### config.mk
export PLATFORM = sky130hd
export DESIGN_NAME = dual_capture_compare_unit
export DESIGN_NICKNAME = d
export VERILOG_FILES = /design/src/rtl/ccd_pkg.sv /design/src/rtl/shared_timer.sv /design/src/rtl/capture_compare_channel.sv /design/src/rtl/dual_capture_compare_unit.sv
export VERILOG_INCLUDE_DIRS = /design/src /design/src/rtl
export SDC_FILE = /design/constraint.sdc
export NUM_CORES = 1
export LEC_CHECK = 0
export BUFFER_PORTS_ARGS = -buffer_cell sky130_fd_sc_hd__buf_2
export CORE_ASPECT_RATIO = 1.25
export CORE_MARGIN = 2
export CORE_UTILIZATION = 42
export DETAILED_ROUTE_END_ITERATION = 8
export GPL_TIMING_DRIVEN = 0
export PLACE_DENSITY_LB_ADDON = 0.1
export SYNTH_ARGS = -nofsm -noshare
export SYNTH_HDL_FRONTEND = slang
export SYNTH_SLANG_ARGS = --single-unit
### constraint.sdc
create_clock -name SYS_CLK_I -period 3.7 [get_ports SYS_CLK_I]
set_input_delay 0.185 -clock SYS_CLK_I [delete_from_list [all_inputs] [get_ports SYS_CLK_I]]
set_output_delay 0.185 -clock SYS_CLK_I [all_outputs]
set_load 0.01 [all_outputs]
### src/rtl/ccd_map.svh
`ifndef CCD_MAP_SVH
`define CCD_MAP_SVH

// Register byte offsets
`define CCD_OFS_MODE_CONTROL   8'h00
`define CCD_OFS_CH1_VALUE      8'h04
`define CCD_OFS_CH2_VALUE      8'h08
`define CCD_OFS_TIMER_COUNT    8'h0C
`define CCD_OFS_TIMER_CONTROL  8'h10
`define CCD_OFS_IRQ_STATUS     8'h14
`define CCD_OFS_IRQ_ENABLE     8'h18
`define CCD_OFS_IRQ_CLEAR      8'h1C

// Field positions
`define CCD_CH1_MODE_LSB       0
`define CCD_CH2_MODE_LSB       4
`define CCD_IRQ_CH1_BIT        0
`define CCD_IRQ_CH2_BIT        1
`define CCD_IRQ_OVF_BIT        2
`define CCD_TIMER_RUN_BIT      0

// Reset values
`define CCD_MODE_RESET         8'h00
`define CCD_VALUE_RESET        16'h0000
`define CCD_TIMER_RESET        16'h0000
`define CCD_IRQ_RESET          3'h0

// Mode codes
`define CCD_MODE_CAP_FALL      4'h4
`define CCD_MODE_CAP_RISE      4'h5
`define CCD_MODE_CAP_RISE4     4'h6
`define CCD_MODE_CAP_RISE16    4'h7
`define CCD_MODE_CMP_SET       4'h8
`define CCD_MODE_CMP_CLEAR     4'h9
`define CCD_MODE_CMP_TOGGLE    4'hA
`define CCD_MODE_RESERVED      4'hB
`define CCD_MODE_CMP_TRIGGER   4'hF

// Capture prescale terminal counts
`define CCD_PRESC_LAST4        4'h3
`define CCD_PRESC_LAST16       4'hF

`endif

### src/rtl/ccd_pkg.sv
package ccd_pkg;

  typedef logic [3:0] chan_mode_t;

  typedef struct packed {
    logic [15:0] value;
    logic        eq_prev;
    logic        pin_prev;
    logic [3:0]  presc;
    logic        latch;
  } chan_state_t;

  typedef struct packed {
    logic [15:0] count;
  } timer_state_t;

  typedef struct packed {
    logic [7:0]  mode;
    logic        timer_run;
    logic [2:0]  irq_status;
    logic [2:0]  irq_enable;
    logic [31:0] prdata;
    logic        pslverr;
  } regs_state_t;

  function automatic logic mode_is_capture(input chan_mode_t m);
    mode_is_capture = (m[3:2] == 2'b01);
  endfunction

  function automatic logic mode_is_pin_compare(input chan_mode_t m);
    mode_is_pin_compare = (m[3:2] == 2'b10) && (m[1:0] != 2'b11);
  endfunction

  function automatic logic mode_is_compare(input chan_mode_t m);
    mode_is_compare = mode_is_pin_compare(m) || (m[3:2] == 2'b11);
  endfunction

endpackage

### src/rtl/shared_timer.sv
`timescale 1ns/10ps
`include "ccd_map.svh"
module shared_timer (
  input  wire logic        clk_i,
  input  wire logic        rstn_i,
  input  wire logic        run_i,
  input  wire logic        load_i,
  input  wire logic [15:0] load_data_i,
  output logic      [15:0] count_o,
  output logic             overflow_o
);
  import ccd_pkg::*;

  timer_state_t st_r;
  timer_state_t st_nxt;

  // Only software loads the count; a compare match has no path here
  always_comb begin
    st_nxt = st_r;
    if (load_i) begin
      st_nxt.count = load_data_i;
    end else if (run_i) begin
      st_nxt.count = st_r.count + 16'h0001;
    end
  end

  always_ff @(posedge clk_i or negedge rstn_i) begin
    if (!rstn_i) begin
      st_r.count <= `CCD_TIMER_RESET;
    end else begin
      st_r <= st_nxt;
    end
  end

  assign count_o    = st_r.count;
  // Overflow comes only from the wrap, never from a trigger
  assign overflow_o = run_i && !load_i && (st_r.count == 16'hFFFF);
endmodule

### src/rtl/capture_compare_channel.sv
`timescale 1ns/10ps
`include "ccd_map.svh"
module capture_compare_channel (
  input  wire logic              clk_i,
  input  wire logic              rstn_i,
  input  wire ccd_pkg::chan_mode_t mode_i,
  input  wire logic [15:0]       timer_i,
  input  wire logic              pin_i,
  input  wire logic              value_we_i,
  input  wire logic [15:0]       value_wdata_i,
  input  wire logic              latch_clear_i,
  input  wire logic              adc_enable_i,
  output logic      [15:0]       value_o,
  output logic                   flag_set_o,
  output logic                   latch_o,
  output logic                   pin_oe_o,
  output logic                   trigger_o
);
  import ccd_pkg::*;

  chan_state_t st_r;
  chan_state_t st_nxt;
  logic        eq;
  logic        match;
  logic        rise;
  logic        fall;
  logic        cap_evt;

  assign eq    = (st_r.value == timer_i);
  // A slow timer holds equality for many cycles; act once per arrival
  assign match = mode_is_compare(mode_i) && eq && !st_r.eq_prev;
  assign rise  = pin_i && !st_r.pin_prev;
  assign fall  = !pin_i && st_r.pin_prev;

  always_comb begin
    cap_evt = 1'b0;
    case (mode_i)
      `CCD_MODE_CAP_FALL:   cap_evt = fall;
      `CCD_MODE_CAP_RISE:   cap_evt = rise;
      `CCD_MODE_CAP_RISE4:  cap_evt = rise && (st_r.presc == `CCD_PRESC_LAST4);
      `CCD_MODE_CAP_RISE16: cap_evt = rise && (st_r.presc == `CCD_PRESC_LAST16);
      default:              cap_evt = 1'b0;
    endcase
  end

  always_comb begin
    st_nxt          = st_r;
    st_nxt.pin_prev = pin_i;
    st_nxt.eq_prev  = eq;
    if (value_we_i) begin
      st_nxt.value = value_wdata_i;
    end
    if (!mode_is_capture(mode_i)) begin
      st_nxt.presc = 4'h0;
    end else if (rise) begin
      // Switching 4th/16th settings keeps the count, so a false capture can occur
      if (cap_evt) begin
        st_nxt.presc = 4'h0;
      end else begin
        st_nxt.presc = st_r.presc + 4'h1;
      end
    end
    if (cap_evt) begin
      st_nxt.value = timer_i;
    end
    if (match) begin
      case (mode_i)
        `CCD_MODE_CMP_SET:    st_nxt.latch = 1'b1;
        `CCD_MODE_CMP_CLEAR:  st_nxt.latch = 1'b0;
        `CCD_MODE_CMP_TOGGLE: st_nxt.latch = !st_r.latch;
        default:              st_nxt.latch = st_r.latch;
      endcase
    end
    if (latch_clear_i || (mode_i[3:2] == 2'b00)) begin
      st_nxt.latch = 1'b0;
    end
  end

  always_ff @(posedge clk_i or negedge rstn_i) begin
    if (!rstn_i) begin
      st_r.value    <= `CCD_VALUE_RESET;
      st_r.eq_prev  <= 1'b0;
      st_r.pin_prev <= 1'b0;
      st_r.presc    <= 4'h0;
      st_r.latch    <= 1'b0;
    end else begin
      st_r <= st_nxt;
    end
  end

  assign value_o    = st_r.value;
  assign flag_set_o = match || cap_evt;
  assign latch_o    = st_r.latch;
  assign pin_oe_o   = mode_is_pin_compare(mode_i);
  assign trigger_o  = match && (mode_i == `CCD_MODE_CMP_TRIGGER) && adc_enable_i;
endmodule

### src/rtl/dual_capture_compare_unit.sv
// How it works
// - In compare modes each channel compares its value with the shared timer.
// - A compare match sets the channel flag with the pin action.
// - Writing zero to the mode register clears both output latches and turns both channels off.
// - Trigger mode starts ADC only when enabled and never drives the pin.
// - Trigger output asserts combinationally in the match cycle.
// - Matches and triggers never reset the shared timer.
// - Triggers never set the timer overflow flag.
// - All compare logic runs on the system clock; stopped clock means nothing.
// - Mode register: channel 2 in bits 7-4, channel 1 in 3-0, reset zero.
// - Mode 00xx turns the channel off, clearing prescaler and latch.
// - Capture modes: falling, rising, every 4th, every 16th rising edge.
// - Compare modes set, clear or toggle output and set the flag.
// - 1011 reserved; 11xx except 1111 only sets the flag.
// - Mode 1111 sets flag, triggers ADC if enabled, leaves pin alone.
// - A capture copies the timer into the value register and sets flag.
// - Prescaler clears when off, not capturing or reset; not on prescale change.
//
// Implementation choices: the register addresses and register access over APB.
`timescale 1ns/10ps
`include "ccd_map.svh"
module dual_capture_compare_unit (
  input  wire logic        SYS_CLK_I,
  input  wire logic        RSTN_I,
  input  wire logic        PSEL_I,
  input  wire logic        PENABLE_I,
  input  wire logic        PWRITE_I,
  input  wire logic [7:0]  PADDR_I,
  input  wire logic [31:0] PWDATA_I,
  output logic             PREADY_O,
  output logic      [31:0] PRDATA_O,
  output logic             PSLVERR_O,
  input  wire logic        CH1_PIN_I,
  input  wire logic        CH2_PIN_I,
  output logic             CH1_PIN_O,
  output logic             CH1_PIN_OE_O,
  output logic             CH2_PIN_O,
  output logic             CH2_PIN_OE_O,
  input  wire logic        ADC_ENABLE_I,
  output logic             ADC_START_O,
  output logic             IRQ_O
);
  import ccd_pkg::*;

  regs_state_t st_r;
  regs_state_t st_nxt;

  logic        wr_acc;
  logic        rd_setup;
  logic        addr_ok;
  logic [15:0] timer_count;
  logic        timer_ovf;
  logic [15:0] ch1_value;
  logic [15:0] ch2_value;
  logic        ch1_flag_set;
  logic        ch2_flag_set;
  logic        ch1_trigger;
  logic        ch2_trigger;
  logic        latch_clear;
  logic        ch1_we;
  logic        ch2_we;
  logic        timer_load;
  logic [2:0]  irq_set;
  logic [2:0]  irq_clr;
  logic [31:0] rd_mux;

  // A write takes effect in the access phase; read data is captured in setup
  assign wr_acc   = PSEL_I && PENABLE_I && PWRITE_I;
  assign rd_setup = PSEL_I && !PENABLE_I;

  always_comb begin
    case (PADDR_I)
      `CCD_OFS_MODE_CONTROL,
      `CCD_OFS_CH1_VALUE,
      `CCD_OFS_CH2_VALUE,
      `CCD_OFS_TIMER_COUNT,
      `CCD_OFS_TIMER_CONTROL,
      `CCD_OFS_IRQ_STATUS,
      `CCD_OFS_IRQ_ENABLE,
      `CCD_OFS_IRQ_CLEAR:    addr_ok = 1'b1;
      default:               addr_ok = 1'b0;
    endcase
  end

  assign ch1_we      = wr_acc && (PADDR_I == `CCD_OFS_CH1_VALUE);
  assign ch2_we      = wr_acc && (PADDR_I == `CCD_OFS_CH2_VALUE);
  assign timer_load  = wr_acc && (PADDR_I == `CCD_OFS_TIMER_COUNT);
  // A write of the whole register as zero clears both latches at once; a channel in mode 00xx also clears its own
  assign latch_clear = wr_acc && (PADDR_I == `CCD_OFS_MODE_CONTROL) && (PWDATA_I[7:0] == 8'h00);

  always_comb begin
    rd_mux = 32'h0000_0000;
    case (PADDR_I)
      `CCD_OFS_MODE_CONTROL:  rd_mux = {24'h00_0000, st_r.mode};
      `CCD_OFS_CH1_VALUE:     rd_mux = {16'h0000, ch1_value};
      `CCD_OFS_CH2_VALUE:     rd_mux = {16'h0000, ch2_value};
      `CCD_OFS_TIMER_COUNT:   rd_mux = {16'h0000, timer_count};
      `CCD_OFS_TIMER_CONTROL: rd_mux = {31'h0000_0000, st_r.timer_run};
      `CCD_OFS_IRQ_STATUS:    rd_mux = {29'h0000_0000, st_r.irq_status};
      `CCD_OFS_IRQ_ENABLE:    rd_mux = {29'h0000_0000, st_r.irq_enable};
      default:                rd_mux = 32'h0000_0000;
    endcase
  end

  always_comb begin
    irq_set                    = 3'h0;
    irq_set[`CCD_IRQ_CH1_BIT]  = ch1_flag_set;
    irq_set[`CCD_IRQ_CH2_BIT]  = ch2_flag_set;
    irq_set[`CCD_IRQ_OVF_BIT]  = timer_ovf;
    irq_clr = 3'h0;
    if (wr_acc && (PADDR_I == `CCD_OFS_IRQ_CLEAR)) begin
      irq_clr = PWDATA_I[2:0];
    end
  end

  always_comb begin
    st_nxt = st_r;
    if (wr_acc) begin
      case (PADDR_I)
        `CCD_OFS_MODE_CONTROL:  st_nxt.mode = PWDATA_I[7:0];
        `CCD_OFS_TIMER_CONTROL: st_nxt.timer_run = PWDATA_I[`CCD_TIMER_RUN_BIT];
        `CCD_OFS_IRQ_ENABLE:    st_nxt.irq_enable = PWDATA_I[2:0];
        default:                st_nxt.mode = st_r.mode;
      endcase
    end
    // A flag event in the clearing cycle survives the clear
    st_nxt.irq_status = (st_r.irq_status & ~irq_clr) | irq_set;
    if (rd_setup) begin
      st_nxt.prdata  = PWRITE_I ? 32'h0000_0000 : rd_mux;
      st_nxt.pslverr = !addr_ok;
    end
  end

  always_ff @(posedge SYS_CLK_I or negedge RSTN_I) begin
    if (!RSTN_I) begin
      st_r.mode       <= `CCD_MODE_RESET;
      st_r.timer_run  <= 1'b0;
      st_r.irq_status <= `CCD_IRQ_RESET;
      st_r.irq_enable <= `CCD_IRQ_RESET;
      st_r.prdata     <= 32'h0000_0000;
      st_r.pslverr    <= 1'b0;
    end else begin
      st_r <= st_nxt;
    end
  end

  // Timer count is only loaded by software; channels have no reset path to it
  shared_timer u_timer (
    .clk_i       (SYS_CLK_I),
    .rstn_i      (RSTN_I),
    .run_i       (st_r.timer_run),
    .load_i      (timer_load),
    .load_data_i (PWDATA_I[15:0]),
    .count_o     (timer_count),
    .overflow_o  (timer_ovf)
  );

  capture_compare_channel u_ch1 (
    .clk_i         (SYS_CLK_I),
    .rstn_i        (RSTN_I),
    .mode_i        (st_r.mode[`CCD_CH1_MODE_LSB +: 4]),
    .timer_i       (timer_count),
    .pin_i         (CH1_PIN_I),
    .value_we_i    (ch1_we),
    .value_wdata_i (PWDATA_I[15:0]),
    .latch_clear_i (latch_clear),
    .adc_enable_i  (ADC_ENABLE_I),
    .value_o       (ch1_value),
    .flag_set_o    (ch1_flag_set),
    .latch_o       (CH1_PIN_O),
    .pin_oe_o      (CH1_PIN_OE_O),
    .trigger_o     (ch1_trigger)
  );

  capture_compare_channel u_ch2 (
    .clk_i         (SYS_CLK_I),
    .rstn_i        (RSTN_I),
    .mode_i        (st_r.mode[`CCD_CH2_MODE_LSB +: 4]),
    .timer_i       (timer_count),
    .pin_i         (CH2_PIN_I),
    .value_we_i    (ch2_we),
    .value_wdata_i (PWDATA_I[15:0]),
    .latch_clear_i (latch_clear),
    .adc_enable_i  (ADC_ENABLE_I),
    .value_o       (ch2_value),
    .flag_set_o    (ch2_flag_set),
    .latch_o       (CH2_PIN_O),
    .pin_oe_o      (CH2_PIN_OE_O),
    .trigger_o     (ch2_trigger)
  );

  // Zero-wait slave; the pin direction itself is outside this block
  assign PREADY_O    = 1'b1;
  assign PRDATA_O    = st_r.prdata;
  assign PSLVERR_O   = PSEL_I && PENABLE_I && st_r.pslverr;
  assign ADC_START_O = ch1_trigger || ch2_trigger;
  assign IRQ_O       = |(st_r.irq_status & st_r.irq_enable);
endmodule

==> results of run 1 <==
[flip-flops by register name, summed over array words and instances, names as in the netlist]
register	flops
PRDATA_O	16
st_r	16
u_ch1.value_o	16
u_ch2.value_o	16
u_timer.count_o	16
u_ch1.st_r	6
u_ch2.st_r	6
u_ch1.latch_o	1
u_ch2.latch_o	1
[metrics by stage]
step / std cells / utilization, % / hold WS, ns / area [sq um] / worst slack (ns)
after floorplan: 591 / - / -0.111 / 5630 / 1.39
after global placement: 814 / 46.5 / 0.337 / 6100 / 0.813
after detailed placement: 815 / 46.7 / 0.264 / 6130 / 0.767
after CTS: 833 / 49.0 / 0.0754 / 6430 / 0.730
after global routing: 833 / 49.0 / 0.0973 / 6430 / 0.451
final: 833 / 49.0 / 0.0861 / 6430 / 0.659
[worst max-delay path, delay by kind of cell, from the launching register on]
family / cells / cell delay, ns
simple gates: 3 / 1.08
buf+inv: 2 / 0.61
flops: 1 / 0.32
compound gates: 1 / 0.32
xor+xnor: 1 / 0.17
[cell type report]
cell class,instances,area share (%)
clock inverter,1,0.0779
multi-input combinational,416,43.9
tap,171,3.33
buffer,72,6.48
inverter,9,0.525
clock buffer,14,4.11
sequential,94,36.6
timing repair buffer,56,4.98
[power by group]
| part | total, mW | switching (mW) | internal, mW |
|---|---|---|---|
| registers | 1.11 | 0.0377 | 1.07 |
| logic | 0.287 | 0.160 | 0.128 |
| clock network | 0.887 | 0.397 | 0.489 |
| total | 2.28 | 0.595 | 1.69 |
[routing by layer]
| layer | vias to the layer above | part of all wire (%) | wire (um) |
|---|---|---|---|
| met5 | - | 0 | 0 |
| met4 | 0 | 2.2 | 323 |
| met3 | 20 | 3.3 | 487 |
| met2 | 86 | 50 | 7360 |
| met1 | 2144 | 45 | 6590 |
| li1 | 2149 | - | - |
[repair_timing]
item	4_1_cts	5_1_grt
buffers inserted	0	0
hold endpoints to repair	50	0
hold buffers	3	0
[cell usage in the layout (no fill, tap or decap), drive strengths merged, types with 3 or more instances in the layout]
master       instances
a211oi               3
a21oi               39
a221oi               5
a22o                18
and2                 6
and3                 6
and4                 4
buf                 95
clkbuf              44
conb                17
dfrtp               94
dlygate4sd3          3
ha                   3
inv                  9
mux2                42
mux2i               21
nand2               53
nand2b               5
nand3               15
nand3b               5
nand4               14
nor2                31
nor2b                3
nor3                 7
nor4                 8
o21ai               39
xnor2               37
xor2                10
[path summary, 6_finish.rpt]
| kind | start | endpoint | slack (ns) | cells after the start |
|---|---|---|---|---|
| hold reg to reg | PRDATA_O[3] | PRDATA_O[3] | 0.48 | 2 |
| hold / removal | PWDATA_I[14] | u_timer.count_o[14] | 0.09 | 3 |
| min in group asynchronous | RSTN_I | PRDATA_O[2] | 0.41 | 2 |
| setup reg to reg | u_ch1.st_r[1] | u_ch1.value_o[8] | 0.72 | 7 |
| setup / recovery | u_timer.count_o[3] | ADC_START_O | 0.66 | 7 |
| max in group asynchronous | RSTN_I | st_r[46] | 2.62 | 3 |
[logic make-up (layout without fill, tap and decap cells)]
family          after synthesis  count (layout)  share of synthesized area [%]
simple gates                168             168                           15.9
compound gates              117             117                           12.9
flops                        94              94                           42.2
buf+inv                      81             152                           8.09
mux                          64              64                           12.7
xor+xnor                     47              47                           7.39
fa+ha+maj                     3               3                          0.674
other cells                   2              17                          0.135
==> flow_metrics.env, run 1 <==
export IMPL_wirelength_um=14800
export IMPL_ys_flop_type="dfrtp_1"
export IMPL_drv_cap=0
export IMPL_synth_seq_area_share_pct=42.2
export IMPL_cts_root_buf="clkbuf_16"
export IMPL_synthCells=576
export IMPL_cts_resized=0
export IMPL_fin_skew_ns=0.00910
export IMPL_met1_usage_pct=28.4
export IMPL_dr_pass1_iters=4
export IMPL_die_x_um=107
export IMPL_period_needed_ns=3.04
export IMPL_grt_pass1_vias=4485
export IMPL_slew_headroom_pct=35.7
export IMPL_htreeDepth=3
export IMPL_fillers=1284
export IMPL_cp_required_ns=3.51
export IMPL_start_util_pct=42.5
export IMPL_synth_top_cell_area_share_pct=42.2
export IMPL_ys_top_cells_by_count="dfrtp_1 (94), nand2_1 (53), a21oi_1 (39), o21ai_0 (39), xnor2_1 (37)"
export IMPL_drtIter0Drc=149
export IMPL_clkTransAtPathRegs_ns=0.07
export IMPL_critPathMaxStageDelay_ns=0.77
export IMPL_slowest_stage="nor4_1"
export IMPL_yosysWarnings=0
export IMPL_gp_congestion=0.847
export IMPL_synth_edf_count=0
export IMPL_maxSlewViolCount=0
export IMPL_antenna_found_initial=0
export IMPL_clkLatencyLatePin_ns=0.35
export IMPL_power_density_mw_per_mm2=355
export IMPL_arrival_ns=2.86
export IMPL_final_period_utilization_pct=82.2
export IMPL_grt_pass1_wl_um=24100
export IMPL_die_area_sq_mm=0.0142
export IMPL_p_total_mw=2.28
export IMPL_core_sq_mm=0.0131
export IMPL_wl_per_cell_um=17.7
export IMPL_track_usage_pct=21.9
export IMPL_async_flop_share_pct=100
export IMPL_multiInputGateArea_sq_mm=0.00282
export IMPL_max_freq_mhz=329
export IMPL_hold_viol=0
export IMPL_yosysTopAreaCell="dfrtp_1"
export IMPL_crit_type="reg -> out"
export IMPL_use_met3_pct=2.96
export IMPL_regArea_sq_mm=0.00235
export IMPL_syn_avg_cell_area_sq_um=9.67
export IMPL_tns_ns=0
export IMPL_grt_busiest_layer="met2"
export IMPL_crit_fanout=10
export IMPL_max_slew_worst_pin_slew_ns=0.965
export IMPL_cp_cell_sequence="clkbuf_1, xnor2_1, nand4_1, nor4_1, nand2_1, o32ai_1, buf_2"
export IMPL_rsz0062_at_grt="no"
export IMPL_drive_gt1_share_pct=21.3
export IMPL_drc=0
export IMPL_antennaDiodeCount=0
export IMPL_numCtsBuffers=9
export IMPL_overflow=0
export IMPL_io_pins=88
export IMPL_port_buffers=52
export IMPL_yosysUniqueCellTypes=53
export IMPL_area_delta_synth_final_pct=15.4
export IMPL_grt_max_degree=50
export IMPL_cts_tree="done"
export IMPL_cp_start_kind="flop"
export IMPL_vias=4399
export IMPL_cts_sinks=94
export IMPL_post_synth_top_count_cell="dfrtp_1"
export IMPL_status="finished, final reports clean"
export IMPL_endpoint_kind="output port"
export IMPL_hp_class="in -> reg"
export IMPL_final_net_count=709
export IMPL_synth_seq_cells=94
export IMPL_cts_buffer_depth=2
export IMPL_viasPerCell=5.28
export IMPL_p_leak_nw=2.79
export IMPL_dieHeight_um=133
export IMPL_finalSetupViolations=0
export IMPL_ant_nets=0
export IMPL_place_hpwl_um=11000
export IMPL_synth_area_sq_mm=0.00557
export IMPL_use_met2_pct=37.0
export IMPL_synthTopCellsByArea="dfrtp_1 (42%), mux2_2 (5.9%), xnor2_1 (5.8%)"
export IMPL_row_count=47
export IMPL_ir_drop_mv=0.203
No activity file was read; power rests on OpenSTA's default activity.
==> run 2: changes to the inputs <==
Clock period 3.7 ns to 2.95 ns, I/O delays scaled along.
==> run 2 against run 1 <==
Final cell count down 0.12%. Flip-flop and latch count unchanged. Via count up 0.68%. Count of clock-buffer cells in the layout unchanged. Worst setup slack worse by 0.46 ns. Critical path depth unchanged. Hold slack worse by 0.039 ns. Sequential power up 25%. First-iteration DRC count up 8.7%. Register-to-register slack worse by 0.46 ns. Combinational power up 25%.
==> flow_metrics.env, run 2 (synthesis gave the netlist of run 1 again) <==
export IMPL_crit_fanout=10
export IMPL_use_met3_pct=2.96
export IMPL_grt_busiest_layer="met2"
export IMPL_slew_headroom_pct=38.1
export IMPL_hold_viol=0
export IMPL_start_util_pct=42.5
export IMPL_r2r_start="u_ch1.st_r[1]"
export IMPL_dr_pass1_iters=4
export IMPL_fin_skew_ns=0.00817
export IMPL_finalSetupViolations=0
export IMPL_area_delta_synth_final_pct=15.7
export IMPL_port_buffers=52
export IMPL_fillers=1285
export IMPL_post_cts_buffers=0
export IMPL_hold_start="PWDATA_I[13]"
export IMPL_core_sq_mm=0.0131
export IMPL_cts_sinks=94
export IMPL_tns_ns=0
export IMPL_dieHeight_um=133
export IMPL_row_count=47
export IMPL_max_slew_worst_pin_slew_ns=0.926
export IMPL_grt_pass1_vias=4484
export IMPL_die_area_sq_mm=0.0142
export IMPL_cts_tree="done"
export IMPL_cp_start_kind="flop"
export IMPL_postLayoutCellArea_sq_mm=0.00644
export IMPL_power_density_mw_per_mm2=444
export IMPL_antenna_found_initial=0
export IMPL_wl_per_cell_um=17.8
export IMPL_wirelength_um=14800
export IMPL_vias=4429
export IMPL_ant_nets=0
export IMPL_place_hpwl_um=11000
export IMPL_viasPerCell=5.32
export IMPL_drive_gt1_share_pct=21.8
export IMPL_period_needed_ns=2.75
export IMPL_use_met2_pct=37.0
export IMPL_reg2reg_depth=7
export IMPL_drv_cap=0
export IMPL_met1_usage_pct=28.5
export IMPL_status="finished, final reports clean"
export IMPL_gp_congestion=0.847
export IMPL_final_period_utilization_pct=93.3
export IMPL_reg2reg_to="u_ch1.value_o[8]"
export IMPL_numCtsBuffers=9
export IMPL_crit_type="reg -> out"
export IMPL_clkTransAtPathRegs_ns=0.07
export IMPL_track_usage_pct=22.0
export IMPL_arrival_ns=2.60
export IMPL_holdPathEnd="u_timer.count_o[13]"
export IMPL_cts_buffer_depth=2
export IMPL_drc=0
export IMPL_holdPathStages=3
export IMPL_final_common_cell="dfrtp_1"
export IMPL_die_x_um=107
export IMPL_htreeDepth=3
export IMPL_clkLatencyLatePin_ns=0.35
export IMPL_grt_max_degree=50
export IMPL_grt_pass1_wl_um=24100
export IMPL_r2r_setup_slack_ns=0.26
export IMPL_endpoint_kind="output port"
export IMPL_fin_ws_ns=0.199
export IMPL_place_area_sq_mm=0.00613
export IMPL_place_ws_ns=0.0175
export IMPL_maxSlewViolCount=0
export IMPL_max_freq_mhz=363
export IMPL_io_pins=88
export IMPL_antennaDiodeCount=0
export IMPL_p_leak_nw=2.79
export IMPL_drtIter0Drc=162
export IMPL_rsz0062_at_grt="no"
export IMPL_ir_drop_mv=0.254
export IMPL_final_net_count=708
export IMPL_cp_required_ns=2.80
export IMPL_hp_class="in -> reg"
export IMPL_cts_root_buf="clkbuf_16"
export IMPL_final_cell_mix="dfrtp_1 (94), buf_2 (57), nand2_1 (53)"
export IMPL_overflow=0
## run 2: timing repair
action                     4_1_cts  5_1_grt
hold buffers                     3        0
setup endpoints to repair        7        1
gates resized for setup          1        2
hold endpoints to repair        50        0
## run 2: area by class of cell
class | count | area, sq um | area share, %
buffer | 71 | 413 | 6.41
clock buffer | 14 | 264 | 4.10
clock inverter | 1 | 5.00 | 0.0777
inverter | 9 | 33.8 | 0.524
multi-input combinational | 416 | 2840 | 44.1
sequential | 94 | 2350 | 36.5
tap | 171 | 214 | 3.32
timing repair buffer | 56 | 320 | 4.97
## run 2: critical path, stage by stage, from the launching register on
cell and delay (ns):
dfrtp_1 0.33, clkbuf_1 0.40, xnor2_1 0.18, nand4_1 0.13
nor4_2 0.54, nand2_1 0.17, o32ai_1 0.31, buf_2 0.18
## run 2: metrics by stage
stage / util [%] / total power [mW] / hold slack (ns) / std cells
floorplan: - / 1.63 / -0.148 / 591
global placement: 46.5 / 1.76 / 0.300 / 814
detailed placement: 46.7 / 1.77 / 0.227 / 815
CTS: 49.1 / 2.88 / 0.0379 / 833
global route: 49.1 / 2.97 / 0.0598 / 832
finish: 49.1 / 2.86 / 0.0475 / 832
## run 2: power breakdown
| part | internal (mW) | total, mW | switching (mW) |
|---|---|---|---|
| Combinational | 0.160 | 0.358 | 0.198 |
| Sequential | 1.34 | 1.39 | 0.0494 |
| Clock | 0.614 | 1.11 | 0.496 |
| Total | 2.12 | 2.86 | 0.744 |
## run 2: worst max path at each step
stage | startpoint | endpoint | slack [ns]
6_report | u_timer.count_o[7] | ADC_START_O | 0.20
5_1_grt | u_timer.count_o[12] | ADC_START_O | 0.002
4_1_cts | u_timer.count_o[3] | ADC_START_O | 0.02
3_5_place_dp | u_ch1.st_r[1] | u_ch1.value_o[12] | 0.02
3_3_place_gp | u_ch1.st_r[1] | u_ch1.value_o[7] | 0.06
2_1_floorplan | u_ch1.st_r[1] | u_ch1.value_o[10] | 0.68
## run 2: layer usage
metal / vias to the layer above / part of all wire (%)
li1: 2149 / -
met5: - / 0
met2: 85 / 50
met3: 18 / 3.4
met4: 0 / 2.2
met1: 2177 / 44
==> run 3: changes to the inputs <==
Settings changed: ABC_AREA set to 1, CORE_ASPECT_RATIO 1.25 to 2, HOLD_SLACK_MARGIN set to 0.12.
==> run 3 against run 2 <==
Utilization increased by 1.6 points. Worst setup slack improved by 0.38 ns. Sequential power is 6% higher. Wire length increased by 36%. Final area grew 13%. Synthesized area is 11% higher. Global-route usage is 4.7 points higher. Register-to-register slack improved by 0.50 ns. Clock power increased by 25%.
==> flow_metrics.env, run 3 <==
export IMPL_status="finished, final reports clean"
export IMPL_cp_required_ns=2.80
export IMPL_cts_root_buf="clkbuf_16"
export IMPL_drv_cap=0
export IMPL_htreeDepth=3
export IMPL_slowest_stage="dfrtp_1"
export IMPL_final_cell_mix="nand2_1 (225), inv_1 (115), dfrtp_1 (94)"
export IMPL_period_needed_ns=2.37
export IMPL_yosysTopAreaCell="dfrtp_1"
export IMPL_row_count=62
export IMPL_power_density_mw_per_mm2=503
export IMPL_rsz0062_at_grt="no"
export IMPL_critPathMaxStageDelay_ns=0.44
export IMPL_synth_edf_count=0
export IMPL_critPathLaunch="u_timer.count_o[4]"
export IMPL_synth_area_sq_mm=0.00616
export IMPL_tns_ns=0
export IMPL_slew_headroom_pct=59.6
export IMPL_async_flop_share_pct=100
export IMPL_hp_class="in -> reg"
export IMPL_dr_pass1_iters=5
export IMPL_r2r_start="u_timer.count_o[1]"
export IMPL_cp_cell_sequence="inv_1, nand2_1, nand2_1, a21oi_1, nand2_1, nor2_1, nand4_1, a21boi_1, buf_2"
export IMPL_die_x_um=89.7
export IMPL_drtIter0Drc=293
export IMPL_path_common_cell="nand2_1"
export IMPL_dieHeight_um=175
export IMPL_ys_flop_type="dfrtp_1"
export IMPL_arrival_ns=2.22
export IMPL_endpoint_kind="output port"
export IMPL_antenna_found_initial=0
export IMPL_gp_congestion=0.950
export IMPL_place_hpwl_um=15300
export IMPL_clkLatencyLatePin_ns=0.35
export IMPL_final_net_count=1004
export IMPL_maxSlewViolCount=0
export IMPL_hold_viol=0
export IMPL_cts_sinks=94
export IMPL_track_usage_pct=26.7
export IMPL_hold_start="PWDATA_I[6]"
export IMPL_cp_start_kind="flop"
export IMPL_cts_tree="done"
export IMPL_antennaDiodeCount=0
export IMPL_drc=0
export IMPL_max_freq_mhz=422
export IMPL_p_leak_nw=3.70
export IMPL_start_util_pct=43.0
export IMPL_area_delta_synth_final_pct=18.1
export IMPL_fillers=1487
export IMPL_finalSetupViolations=0
export IMPL_port_buffers=54
export IMPL_cts_buffer_depth=2
export IMPL_cts_resized=0
export IMPL_ant_nets=0
export IMPL_final_period_utilization_pct=80.4
export IMPL_die_area_sq_mm=0.0157
export IMPL_yosysUniqueCellTypes=47
export IMPL_synth_top_cell_area_share_pct=38.2
export IMPL_p_total_mw=3.66
export IMPL_final_common_cell="nand2_1"
export IMPL_vias=5977
export IMPL_drive_gt1_share_pct=15.6
export IMPL_ys_top_cells_by_count="nand2_1 (225), inv_1 (115), dfrtp_1 (94)"
export IMPL_grt_pass1_vias=5776
export IMPL_grt_pass1_wl_um=31100
export IMPL_synthTopCellsByArea="dfrtp_1 (38%), nand2_1 (14%), inv_1 (7.0%)"
export IMPL_numCtsBuffers=9
export IMPL_syn_avg_cell_area_sq_um=7.21
export IMPL_max_slew_worst_pin_slew_ns=0.607
export IMPL_synthCells=855
export IMPL_yosysWarnings=0
export IMPL_wl_per_cell_um=17.4
export IMPL_synth_seq_area_share_pct=38.2
export IMPL_io_pins=88
export IMPL_grt_max_degree=67
export IMPL_ir_drop_mv=0.311
export IMPL_core_sq_mm=0.0144
export IMPL_fin_skew_ns=0.0142
export IMPL_synth_seq_cells=94
export IMPL_crit_fanout=6
export IMPL_post_synth_top_count_cell="nand2_1"
export IMPL_crit_type="reg -> out"
export IMPL_clkTransAtPathRegs_ns=0.07
export IMPL_viasPerCell=5.20
export IMPL_wirelength_um=20100
export IMPL_overflow=0
## run 3: cell count changes after synthesis, sizes merged, moves of 30 or more
cell | previous run | this run
o21ai | 39 | 69
nand3 | 15 | 57
xnor2 | 37 | 6
mux2 | 42 | 0
inv | 9 | 120
nor2 | 31 | 67
nand2 | 53 | 229
## run 3: per-stage QoR
stage	std cells	utilization, %	cell area (sq um)	worst slack, ns	hold slack [ns]
floorplan	870	-	6220	1.45	-0.148
global placement	1116	46.9	6730	0.602	0.269
detailed placement	1117	47.1	6760	0.808	0.116
global route	1150	50.7	7280	0.444	0.152
CTS	1150	50.7	7280	0.568	0.127
finish	1150	50.7	7280	0.579	0.141
## run 3: area by class of cell
| class | instances | area [sq um] | share of cell area [%] |
|---|---|---|---|
| multi-input cells | 591 | 2920 | 40.0 |
| flip-flops and latches | 94 | 2350 | 32.3 |
| plain buffers | 63 | 494 | 6.79 |
| repair buffers | 72 | 470 | 6.46 |
| inverters | 122 | 459 | 6.31 |
| clock buffers | 11 | 243 | 3.33 |
| well taps | 192 | 240 | 3.30 |
| clock inverters | 5 | 106 | 1.46 |
## run 3: power breakdown
| part | internal (mW) | switching, mW | total [mW] |
|---|---|---|---|
| sequential | 1.37 | 0.110 | 1.48 |
| clock | 0.855 | 0.531 | 1.39 |
| combinational | 0.282 | 0.516 | 0.797 |
## run 3: final timing paths
kind                               endpoint  cells past startpoint  slack [ns]
hold reg to reg                PRDATA_O[14]                      2        0.48
min in group asynchronous       PRDATA_O[1]                      2        0.28
max in group asynchronous       PRDATA_O[3]                      3        2.00
setup reg to reg                   st_r[38]                      7        0.76
hold / removal             u_ch1.value_o[6]                      3        0.14
setup / recovery                ADC_START_O                      9        0.58
## run 3: cells by family (layout without fill, tap and decap cells)
logic type	Yosys count	in the layout	share of synthesized area (%)
AOI/OAI and AO/OA	147	147	13.7
xor gates and xnor gates	26	26	3.69
adders and majority gates	3	3	0.609
buffers and inverters	185	273	15.5
DFF	94	94	38.2
other	2	17	0.122
and+or+nand+nor	398	398	28.3
## run 3: metal layers
| metal | routed length [um] | vias to the layer above | track usage (%) | part of all wire, % |
|---|---|---|---|---|
| met3 | 778 | 63 | 2.91 | 3.9 |
| li1 | - | 2912 | - | - |
| met4 | 1300 | 0 | 17.2 | 6.5 |
| met1 | 7350 | 2809 | 30.1 | 37 |
| met5 | 0 | - | 0 | 0 |
| met2 | 10600 | 193 | 45.8 | 53 |
## run 3: worst max-delay path: cells and delay by family (launching register included)
| family | cells | cell delay [ns] |
|---|---|---|
| flops | 1 | 0.44 |
| buf+inv | 2 | 0.31 |
| compound gates | 2 | 0.46 |
| simple gates | 5 | 0.66 |
## run 3: repair_timing
| item | 4_1_cts | 5_1_grt |
|---|---|---|
| buffers inserted | 0 | 0 |
| hold buffers | 17 | 0 |
| endpoints found under the hold margin | 50 | 0 |
